[config.mk]
export PLATFORM = sky130hd
export DESIGN_NAME = rtc_bcd_time_alarm_regs
export DESIGN_NICKNAME = d
export VERILOG_FILES = /design/src/rtl/rtc_digits_pkg.sv /design/src/rtl/rtc_bcd_time_alarm_regs.sv
export SDC_FILE = /design/constraint.sdc
export NUM_CORES = 1
export LEC_CHECK = 0
export ABC_CLOCK_PERIOD_IN_PS = 7600
export BUFFER_PORTS_ARGS = -buffer_cell sky130_fd_sc_hd__buf_2
export CAP_MARGIN = 20
export CORE_ASPECT_RATIO = 0.8
export CORE_MARGIN = 4
export CORE_UTILIZATION = 45
export CTS_BUF_LIST = sky130_fd_sc_hd__clkbuf_4
export DETAILED_ROUTE_END_ITERATION = 8
export PLACE_DENSITY = 0.69
export SLEW_MARGIN = 40
export SYNTH_ARGS = -nofsm -noshare
export SYNTH_HDL_FRONTEND = slang
export SYNTH_SLANG_ARGS = --single-unit
[constraint.sdc]
create_clock -name pclk -period 7.6 [get_ports pclk]
set_input_delay 1.52 -clock pclk [delete_from_list [all_inputs] [get_ports pclk]]
set_output_delay 1.52 -clock pclk [all_outputs]
set_load 0.005 [all_outputs]
[src/rtl/rtc_digits_pkg.sv]
// constants for the bcd time and alarm register block
// assumes an apb3 master with 32-bit data and word-aligned addresses
package rtc_digits_pkg;
    // register byte offsets
    localparam logic [7:0] OFF_YEAR = 8'h00;
    localparam logic [7:0] OFF_MMDD = 8'h04;
    localparam logic [7:0] OFF_WDHH = 8'h08;
    localparam logic [7:0] OFF_MMSS = 8'h0C;
    localparam logic [7:0] OFF_AL_MMDD = 8'h10;
    localparam logic [7:0] OFF_AL_WDHH = 8'h14;
    localparam logic [7:0] OFF_AL_MMSS = 8'h18;
    localparam logic [7:0] OFF_CTRL = 8'h1C;
    // implemented bits of each register
    localparam logic [15:0] YEAR_MASK = 16'h00FF;
    localparam logic [15:0] MMDD_MASK = 16'h1F3F;
    localparam logic [15:0] WDHH_MASK = 16'h073F;
    localparam logic [15:0] MMSS_MASK = 16'h7F7F;
    // control register bits
    localparam int CTRL_WREN_BIT = 0;
    localparam int CTRL_RUN_BIT = 1;
    // digit field positions
    localparam int YEAR_TENS_LSB = 4;
    localparam int YEAR_ONES_LSB = 0;
    localparam int MONTH_TENS_BIT = 12;
    localparam int MONTH_ONES_LSB = 8;
    localparam int DAY_TENS_LSB = 4;
    localparam int DAY_ONES_LSB = 0;
    localparam int WEEKDAY_LSB = 8;
    localparam int HOUR_TENS_LSB = 4;
    localparam int HOUR_ONES_LSB = 0;
    localparam int MIN_TENS_LSB = 12;
    localparam int MIN_ONES_LSB = 8;
    localparam int SEC_TENS_LSB = 4;
    localparam int SEC_ONES_LSB = 0;
    // digit limits
    localparam logic [3:0] DIGIT_ZERO = 4'h0;
    localparam logic [3:0] DIGIT_ONE = 4'h1;
    localparam logic [3:0] DIGIT_NINE = 4'h9;
    localparam logic [3:0] SIXTY_TENS_MAX = 4'h5;
    localparam logic [3:0] HOUR_TENS_MAX = 4'h2;
    localparam logic [3:0] HOUR_ONES_LAST = 4'h3;
    localparam logic [2:0] WEEKDAY_MAX = 3'h6;
    localparam logic [4:0] MONTH_LAST = 5'h12;
    localparam logic [4:0] MONTH_FEB = 5'h02;
    localparam logic [7:0] DAYS_28 = 8'h28;
    localparam logic [7:0] DAYS_29 = 8'h29;
    localparam logic [7:0] DAYS_30 = 8'h30;
    localparam logic [7:0] DAYS_31 = 8'h31;
    localparam logic [7:0] DAY_FIRST = 8'h01;
    // values after reset
    localparam logic [15:0] DIGITS_RESET = 16'h0000;
    localparam logic [1:0] CTRL_RESET = 2'h0;
endpackage : rtc_digits_pkg

[src/rtl/rtc_bcd_time_alarm_regs.sv]
// bcd time and alarm value registers with an apb3 slave and a bcd time counter
// assumes second_tick is a one-cycle pulse from logic on pclk
//
// Functional notes
// - year tens digit in bits 7-4
// - year ones digit in bits 3-0
// - month tens single bit at 12
// - month ones digit in bits 11-8
// - day tens digit in bits 5-4
// - day ones digit in bits 3-0
// - weekday in bits 10-8, 0 to 6
// - hour tens digit in bits 5-4
// - hour ones digit in bits 3-0
// - minute tens digit in bits 14-12
// - minute ones digit in bits 11-8
// - second tens digit in bits 6-4
// - second ones digit in bits 3-0
// - unused bits read zero, ignore writes
// - year write only when write enable set
// - date and hour writes need write enable
//
// The implementer's own choices: the APB register port and the address map.
`timescale 1ns/10ps
module rtc_bcd_time_alarm_regs #(
    parameter int ADDR_W = 8
) (
    input wire logic pclk,
    input wire logic presetn,
    input wire logic psel,
    input wire logic penable,
    input wire logic pwrite,
    input wire logic [ADDR_W-1:0] paddr,
    input wire logic [31:0] pwdata,
    output logic [31:0] prdata,
    output logic pready,
    output logic pslverr,
    input wire logic second_tick,
    output logic clock_write_enable,
    output logic [15:0] time_year_digits,
    output logic [15:0] time_month_day_digits,
    output logic [15:0] time_weekday_hour_digits,
    output logic [15:0] time_minute_second_digits,
    output logic [15:0] alarm_month_day_digits,
    output logic [15:0] alarm_weekday_hour_digits,
    output logic [15:0] alarm_minute_second_digits
);
    typedef struct packed {
        logic [15:0] year;
        logic [15:0] mmdd;
        logic [15:0] wdhh;
        logic [15:0] mmss;
        logic [15:0] al_mmdd;
        logic [15:0] al_wdhh;
        logic [15:0] al_mmss;
        logic wren;
        logic run;
        logic [31:0] rdata;
        logic err;
    } state_s;

    state_s c;
    state_s next_c;

    logic [7:0] addr;
    logic setup;
    logic wr;
    logic [15:0] wdata16;
    logic tick_go;
    logic leap;
    logic [7:0] last_day;
    logic [4:0] month;
    logic [7:0] day;
    logic cy_s1, cy_s10, cy_m1, cy_m10, cy_h, cy_d;
    logic [3:0] d_ones;
    logic [3:0] d_tens;

    assign addr = 8'(paddr);
    assign setup = psel && !penable;
    assign wr = psel && penable && pwrite;
    assign wdata16 = pwdata[15:0];
    assign tick_go = second_tick && c.run;

    // zero wait states; read data is caught in the setup cycle so prdata is a flop
    assign pready = 1'b1;
    assign prdata = c.rdata;
    assign pslverr = c.err;
    assign clock_write_enable = c.wren;
    assign time_year_digits = c.year;
    assign time_month_day_digits = c.mmdd;
    assign time_weekday_hour_digits = c.wdhh;
    assign time_minute_second_digits = c.mmss;
    assign alarm_month_day_digits = c.al_mmdd;
    assign alarm_weekday_hour_digits = c.al_wdhh;
    assign alarm_minute_second_digits = c.al_mmss;

    function automatic logic [15:0] read_mux(input logic [7:0] a, input state_s s);
        case (a)
            rtc_digits_pkg::OFF_YEAR: read_mux = s.year;
            rtc_digits_pkg::OFF_MMDD: read_mux = s.mmdd;
            rtc_digits_pkg::OFF_WDHH: read_mux = s.wdhh;
            rtc_digits_pkg::OFF_MMSS: read_mux = s.mmss;
            rtc_digits_pkg::OFF_AL_MMDD: read_mux = s.al_mmdd;
            rtc_digits_pkg::OFF_AL_WDHH: read_mux = s.al_wdhh;
            rtc_digits_pkg::OFF_AL_MMSS: read_mux = s.al_mmss;
            rtc_digits_pkg::OFF_CTRL: read_mux = {14'h0000, s.run, s.wren};
            default: read_mux = 16'h0000;
        endcase
    endfunction : read_mux

    function automatic logic mapped(input logic [7:0] a);
        mapped = (a <= rtc_digits_pkg::OFF_CTRL) && (a[1:0] == 2'b00);
    endfunction : mapped

    // leap year from two bcd digits: divisible by four
    always_comb begin
        d_ones = c.year[rtc_digits_pkg::YEAR_ONES_LSB +: 4];
        d_tens = c.year[rtc_digits_pkg::YEAR_TENS_LSB +: 4];
        if (d_tens[0]) begin
            leap = (d_ones == 4'h2) || (d_ones == 4'h6);
        end else begin
            leap = (d_ones == 4'h0) || (d_ones == 4'h4) || (d_ones == 4'h8);
        end
    end

    assign month = c.mmdd[rtc_digits_pkg::MONTH_ONES_LSB +: 5];
    assign day = {2'b00, c.mmdd[5:0]};

    always_comb begin
        case (month)
            rtc_digits_pkg::MONTH_FEB: begin
                last_day = leap ? rtc_digits_pkg::DAYS_29 : rtc_digits_pkg::DAYS_28;
            end
            5'h04, 5'h06, 5'h09, 5'h11: last_day = rtc_digits_pkg::DAYS_30;
            default: last_day = rtc_digits_pkg::DAYS_31;
        endcase
    end

    // carry chain; a digit only wraps when every lower digit wraps too
    assign cy_s1 = tick_go
        && (c.mmss[rtc_digits_pkg::SEC_ONES_LSB +: 4] == rtc_digits_pkg::DIGIT_NINE);
    assign cy_s10 = cy_s1
        && ({1'b0, c.mmss[rtc_digits_pkg::SEC_TENS_LSB +: 3]}
            == rtc_digits_pkg::SIXTY_TENS_MAX);
    assign cy_m1 = cy_s10
        && (c.mmss[rtc_digits_pkg::MIN_ONES_LSB +: 4] == rtc_digits_pkg::DIGIT_NINE);
    assign cy_m10 = cy_m1
        && ({1'b0, c.mmss[rtc_digits_pkg::MIN_TENS_LSB +: 3]}
            == rtc_digits_pkg::SIXTY_TENS_MAX);
    assign cy_h = cy_m10
        && ({2'b00, c.wdhh[rtc_digits_pkg::HOUR_TENS_LSB +: 2]}
            == rtc_digits_pkg::HOUR_TENS_MAX)
        && (c.wdhh[rtc_digits_pkg::HOUR_ONES_LSB +: 4] == rtc_digits_pkg::HOUR_ONES_LAST);
    assign cy_d = cy_h && (day == last_day);

    always_comb begin
        next_c = c;
        next_c.rdata = 32'h0000_0000;
        next_c.err = 1'b0;
        if (setup) begin
            next_c.err = !mapped(addr);
            if (!pwrite) begin
                next_c.rdata = {16'h0000, read_mux(addr, c)};
            end
        end
        // seconds and minutes
        if (tick_go) begin
            next_c.mmss[rtc_digits_pkg::SEC_ONES_LSB +: 4] = cy_s1 ?
                rtc_digits_pkg::DIGIT_ZERO :
                c.mmss[rtc_digits_pkg::SEC_ONES_LSB +: 4] + 4'h1;
        end
        if (cy_s1) begin
            next_c.mmss[rtc_digits_pkg::SEC_TENS_LSB +: 3] = cy_s10 ? 3'h0 :
                c.mmss[rtc_digits_pkg::SEC_TENS_LSB +: 3] + 3'h1;
        end
        if (cy_s10) begin
            next_c.mmss[rtc_digits_pkg::MIN_ONES_LSB +: 4] = cy_m1 ?
                rtc_digits_pkg::DIGIT_ZERO :
                c.mmss[rtc_digits_pkg::MIN_ONES_LSB +: 4] + 4'h1;
        end
        if (cy_m1) begin
            next_c.mmss[rtc_digits_pkg::MIN_TENS_LSB +: 3] = cy_m10 ? 3'h0 :
                c.mmss[rtc_digits_pkg::MIN_TENS_LSB +: 3] + 3'h1;
        end
        // hours: ones wrap at 9, or at 3 when the tens digit is 2
        if (cy_m10) begin
            if (cy_h) begin
                next_c.wdhh[5:0] = 6'h00;
            end else if (c.wdhh[rtc_digits_pkg::HOUR_ONES_LSB +: 4]
                         == rtc_digits_pkg::DIGIT_NINE) begin
                next_c.wdhh[rtc_digits_pkg::HOUR_ONES_LSB +: 4] = rtc_digits_pkg::DIGIT_ZERO;
                next_c.wdhh[rtc_digits_pkg::HOUR_TENS_LSB +: 2] =
                    c.wdhh[rtc_digits_pkg::HOUR_TENS_LSB +: 2] + 2'h1;
            end else begin
                next_c.wdhh[rtc_digits_pkg::HOUR_ONES_LSB +: 4] =
                    c.wdhh[rtc_digits_pkg::HOUR_ONES_LSB +: 4] + 4'h1;
            end
        end
        // day of week and day of month
        if (cy_h) begin
            next_c.wdhh[rtc_digits_pkg::WEEKDAY_LSB +: 3] =
                (c.wdhh[rtc_digits_pkg::WEEKDAY_LSB +: 3] == rtc_digits_pkg::WEEKDAY_MAX) ?
                3'h0 : c.wdhh[rtc_digits_pkg::WEEKDAY_LSB +: 3] + 3'h1;
            if (cy_d) begin
                next_c.mmdd[5:0] = 6'(rtc_digits_pkg::DAY_FIRST);
            end else if (c.mmdd[rtc_digits_pkg::DAY_ONES_LSB +: 4]
                         == rtc_digits_pkg::DIGIT_NINE) begin
                next_c.mmdd[rtc_digits_pkg::DAY_ONES_LSB +: 4] = rtc_digits_pkg::DIGIT_ZERO;
                next_c.mmdd[rtc_digits_pkg::DAY_TENS_LSB +: 2] =
                    c.mmdd[rtc_digits_pkg::DAY_TENS_LSB +: 2] + 2'h1;
            end else begin
                next_c.mmdd[rtc_digits_pkg::DAY_ONES_LSB +: 4] =
                    c.mmdd[rtc_digits_pkg::DAY_ONES_LSB +: 4] + 4'h1;
            end
        end
        // month and year
        if (cy_d) begin
            if (month == rtc_digits_pkg::MONTH_LAST) begin
                next_c.mmdd[12:8] = 5'(rtc_digits_pkg::DIGIT_ONE);
                if (c.year[rtc_digits_pkg::YEAR_ONES_LSB +: 4] == rtc_digits_pkg::DIGIT_NINE) begin
                    next_c.year[rtc_digits_pkg::YEAR_ONES_LSB +: 4] = rtc_digits_pkg::DIGIT_ZERO;
                    next_c.year[rtc_digits_pkg::YEAR_TENS_LSB +: 4] =
                        (c.year[rtc_digits_pkg::YEAR_TENS_LSB +: 4] == rtc_digits_pkg::DIGIT_NINE)
                        ? rtc_digits_pkg::DIGIT_ZERO
                        : c.year[rtc_digits_pkg::YEAR_TENS_LSB +: 4] + 4'h1;
                end else begin
                    next_c.year[rtc_digits_pkg::YEAR_ONES_LSB +: 4] =
                        c.year[rtc_digits_pkg::YEAR_ONES_LSB +: 4] + 4'h1;
                end
            end else if (c.mmdd[rtc_digits_pkg::MONTH_ONES_LSB +: 4]
                         == rtc_digits_pkg::DIGIT_NINE) begin
                next_c.mmdd[12:8] = 5'h10;
            end else begin
                next_c.mmdd[rtc_digits_pkg::MONTH_ONES_LSB +: 4] =
                    c.mmdd[rtc_digits_pkg::MONTH_ONES_LSB +: 4] + 4'h1;
            end
        end
        // a software write in the same cycle as a carry wins for that register
        if (wr) begin
            case (addr)
                rtc_digits_pkg::OFF_YEAR: begin
                    if (c.wren) begin
                        next_c.year = wdata16 & rtc_digits_pkg::YEAR_MASK;
                    end
                end
                rtc_digits_pkg::OFF_MMDD: begin
                    if (c.wren) begin
                        next_c.mmdd = wdata16 & rtc_digits_pkg::MMDD_MASK;
                    end
                end
                rtc_digits_pkg::OFF_WDHH: begin
                    if (c.wren) begin
                        next_c.wdhh = wdata16 & rtc_digits_pkg::WDHH_MASK;
                    end
                end
                rtc_digits_pkg::OFF_MMSS: begin
                    next_c.mmss = wdata16 & rtc_digits_pkg::MMSS_MASK;
                end
                rtc_digits_pkg::OFF_AL_MMDD: begin
                    if (c.wren) begin
                        next_c.al_mmdd = wdata16 & rtc_digits_pkg::MMDD_MASK;
                    end
                end
                rtc_digits_pkg::OFF_AL_WDHH: begin
                    if (c.wren) begin
                        next_c.al_wdhh = wdata16 & rtc_digits_pkg::WDHH_MASK;
                    end
                end
                rtc_digits_pkg::OFF_AL_MMSS: begin
                    next_c.al_mmss = wdata16 & rtc_digits_pkg::MMSS_MASK;
                end
                rtc_digits_pkg::OFF_CTRL: begin
                    next_c.wren = pwdata[rtc_digits_pkg::CTRL_WREN_BIT];
                    next_c.run = pwdata[rtc_digits_pkg::CTRL_RUN_BIT];
                end
                default: begin
                end
            endcase
        end
    end

    // digits clear to zero but software must still load them before use
    always_ff @(posedge pclk or negedge presetn) begin
        if (!presetn) begin
            c <= '0;
            c.year <= rtc_digits_pkg::DIGITS_RESET;
            c.mmdd <= rtc_digits_pkg::DIGITS_RESET;
            c.wdhh <= rtc_digits_pkg::DIGITS_RESET;
            c.mmss <= rtc_digits_pkg::DIGITS_RESET;
            c.wren <= rtc_digits_pkg::CTRL_RESET[rtc_digits_pkg::CTRL_WREN_BIT];
            c.run <= rtc_digits_pkg::CTRL_RESET[rtc_digits_pkg::CTRL_RUN_BIT];
        end else begin
            c <= next_c;
        end
    end

    logic wr_year, wr_mmdd, wr_wdhh, wr_mmss, wr_almd;
    assign wr_year = wr && (addr == rtc_digits_pkg::OFF_YEAR);
    assign wr_mmdd = wr && (addr == rtc_digits_pkg::OFF_MMDD);
    assign wr_wdhh = wr && (addr == rtc_digits_pkg::OFF_WDHH);
    assign wr_mmss = wr && (addr == rtc_digits_pkg::OFF_MMSS);
    assign wr_almd = wr && (addr == rtc_digits_pkg::OFF_AL_MMDD);
endmodule : rtc_bcd_time_alarm_regs

==> flow_metrics.py <==
metrics = {
    "status": {
        "status": "finished clean",
    },
    "power_and_ir_drop": {
        "ir_drop_v": 0.0000827,
        "internal_power_uw": 661,
        "pwr-share-clk_pct": 34.8,
        "power_frac_seq_pct": 58.3,
        "pwr-share-comb_pct": 6.9,
        "power_density_nw_per_um2": 139,
        "power_uw": 879,
        "p_sw_share_pct": 24.8,
        "leakage_nw": 3.14,
        "p_switching_uw": 218,
    },
    "worst_setup_path": {
        "crit_cells": 6,
        "path_class": "input pin to flop",
        "rrSetupSlack_ns": 3.95,
        "crit_arrival_ns": 4.52,
        "cp_cell_sequence": "buf_2, or4_1, nor2_1, and3_1, and2_1, mux2_2",
        "critical-path-top-delay-family": "simple AND/OR/NAND/NOR gates",
        "r2r-start": "time_minute_second_digits[0]",
        "reg2reg_depth": 8,
        "cp-end-kind": "flop",
        "max_stage_delay_ns": 0.71,
        "cp_max_fo": 14,
        "start_kind": "input pin",
        "worst-path-buf-inv": 1,
        "required_ns": 7.95,
        "regToRegEndpoint": "time_year_digits[4]",
        "cp_slowest_cell": "and2_1",
    },
    "clock_tree": {
        "cts_sinks": 94,
        "cts_buffers": 9,
        "cts_hold_buffers": 0,
        "cts.repair.resized": 0,
        "clock_latency_ns": 0.47,
        "cts.path.max_buffers": 2,
        "postCtsSetupBuffers": 0,
        "cts_tree": "built",
        "h-tree-depth": 3,
        "root_buffer": "clkbuf_4",
        "cts.reportedPaths.clkPinSlew_ns": 0.13,
    },
    "synth": {
        "syn-cell-area_sq_um": 6300,
        "synth_cells": 688,
        "yosys.cell_types.count": 59,
        "synth_area_leaders": "dfrtp_1, buf_4, mux2_2",
        "ys_seq_area_share_pct": 37.3,
        "synthFlopType": "dfrtp_1",
        "ys_seq_elements": 94,
        "synth_top_area_cell": "dfrtp_1",
        "yosys.area.top_type_share_pct": 37.3,
        "yosys_warnings": 0,
        "syn_area_per_cell_sq_um": 9.16,
        "ys_async_sr_fraction_pct": 100,
        "synth_edf_count": 0,
    },
    "detailed_routing": {
        "vias": 5077,
        "wirelength_um": 17900,
        "dr.pass1.iters": 5,
        "ant_nets": 0,
        "drc": 0,
        "wire_per_inst_um": 20.0,
        "drt_iter0_markers": 596,
        "viasPerCell": 5.69,
    },
    "global_route": {
        "use_met3_pct": 7.92,
        "grt_pass1_vias": 4842,
        "globalRouteMet2Util_pct": 31.0,
        "track_usage_pct": 21.8,
        "use_met1_pct": 31.6,
        "antenna_found_initial": 0,
        "grt_pass1_wl_um": 27100,
        "gr-total-overflow": 0,
        "grt-busiest-layer": "met1",
        "grt_max_degree": 49,
    },
    "floorplanning": {
        "die_x_um": 140,
        "die_h_um": 114,
        "initial_core_util_pct": 46.2,
        "rows": 38,
        "die-area_sq_um": 16000,
        "ioPinCount": 193,
        "core_sq_um": 13600,
    },
    "finish": {
        "syn2layout_area_growth_pct": 0.735,
        "layout-drive-gt1-share_pct": 27.1,
        "filler_cell_count": 1327,
        "final_common_cell": "buf_2",
        "final_cell_mix": "buf_2, dfrtp_1, conb_1",
        "fin_nets": 766,
        "num_antenna_cells": 0,
    },
    "sta": {
        "tns_ns": 0,
        "worst_pin_slew_ns": 0.836,
        "report.final.slew_viol_count": 0,
        "fin_worst_skew_ns": 0.0194,
        "fmax_ghz": 0.240,
        "min_period_ns": 4.17,
        "final_hold_viol_count": 0,
        "fin_crit_sh_pct": 54.8,
        "setup_violations": 0,
        "rsz0062_at_grt": "no",
        "relSlewSlack_pct": 43.8,
    },
    "worst_hold_path": {
        "hold_path_depth": 1,
        "hold_class": "flop to flop",
        "whs_endpoint": "alarm_minute_second_digits[8]",
        "min_from": "alarm_minute_second_digits[8]",
    },
    "placed_design": {
        "hpwl_um": 13500,
        "port-buffer-count": 121,
        "gp_congestion": 0.903,
    },
    "job": {
        "maxCapViolations": 0,
    },
}
-- power by group through the flow --
stage	combinational, mW	clock (mW)	sequential (mW)
final	0.0609	0.306	0.513
after global routing	0.0686	0.332	0.514
after CTS	0.0602	0.312	0.513
after detailed placement	0.0600	0	0.522
after global placement	0.0588	0	0.522
after floorplan	0.0488	0	0.520
-- metal layers --
metal	vias up	share of wire [%]
met5	-	0
met4	0	2.0
met3	25	12
met2	320	42
met1	2445	44
li1	2287	-
-- area by class of cell --
| cell class | instances | area, sq um | area share, % |
|---|---|---|---|
| Sequential cell | 94 | 2350 | 37.1 |
| Tap cell | 180 | 225 | 3.55 |
| Timing Repair Buffer | 127 | 653 | 10.3 |
| Clock inverter | 5 | 73.8 | 1.16 |
| Inverter | 17 | 63.8 | 1.01 |
| Clock buffer | 11 | 82.6 | 1.30 |
| Multi-Input combinational cell | 458 | 2900 | 45.6 |
-- cell usage after synthesis, types with 7 or more instances --
cell / n
ha_1: 13
nor2_1: 51
nand2_1: 44
a31oi_1: 19
nor3b_1: 7
inv_1: 17
nor3_1: 18
dfrtp_1: 94
nand3_1: 14
and3_1: 7
clkbuf_1: 20
o21ai_0: 14
buf_4: 145
mux2_2: 37
a21oi_1: 48
a22oi_1: 23
nand2b_1: 8
-- stage by stage --
step	hold WS [ns]	area, sq um	setup WS [ns]	cells	utilization [%]
2_1_floorplan	0.504	6500	3.98	740	-
3_3_place_gp	0.508	6180	3.04	876	45.3
3_5_place_dp	0.524	6180	2.98	876	45.3
4_1_cts	0.556	6340	3.47	892	46.5
5_1_grt	0.575	6350	3.26	892	46.5
6_report	0.553	6350	3.43	892	46.5
-- cell families after synthesis --
logic type	Yosys count	share of synthesized area (%)
AO/OA/AOI/OAI	147	15.4
XOR/XNOR	6	0.834
adder cells (fa/ha/maj)	13	2.58
buffers and inverters	188	20.0
flip-flops	94	37.3
multiplexers	41	7.25
other	2	0.119
AND/OR/NAND/NOR	197	16.4
-- sequential cells by signal, summed over array words and instances (netlist names) --
signal	cells
alarm_minute_second_digits	14
alarm_month_day_digits	11
alarm_weekday_hour_digits	9
c	1
clock_write_enable	1
prdata	15
pslverr	1
time_minute_second_digits	14
time_month_day_digits	11
time_weekday_hour_digits	9
time_year_digits	8
-- worst max-delay path by stage --
stage / end / slack [ns] / from
after detailed placement: alarm_minute_second_digits[4] / 2.98 / paddr[0]
after floorplan: alarm_minute_second_digits[0] / 3.98 / paddr[1]
after global routing: alarm_minute_second_digits[4] / 3.26 / paddr[0]
after CTS: alarm_minute_second_digits[4] / 3.47 / paddr[0]
final: alarm_minute_second_digits[9] / 3.43 / paddr[0]
after global placement: alarm_minute_second_digits[8] / 3.04 / paddr[0]
(Power assumes the default switching activity.)
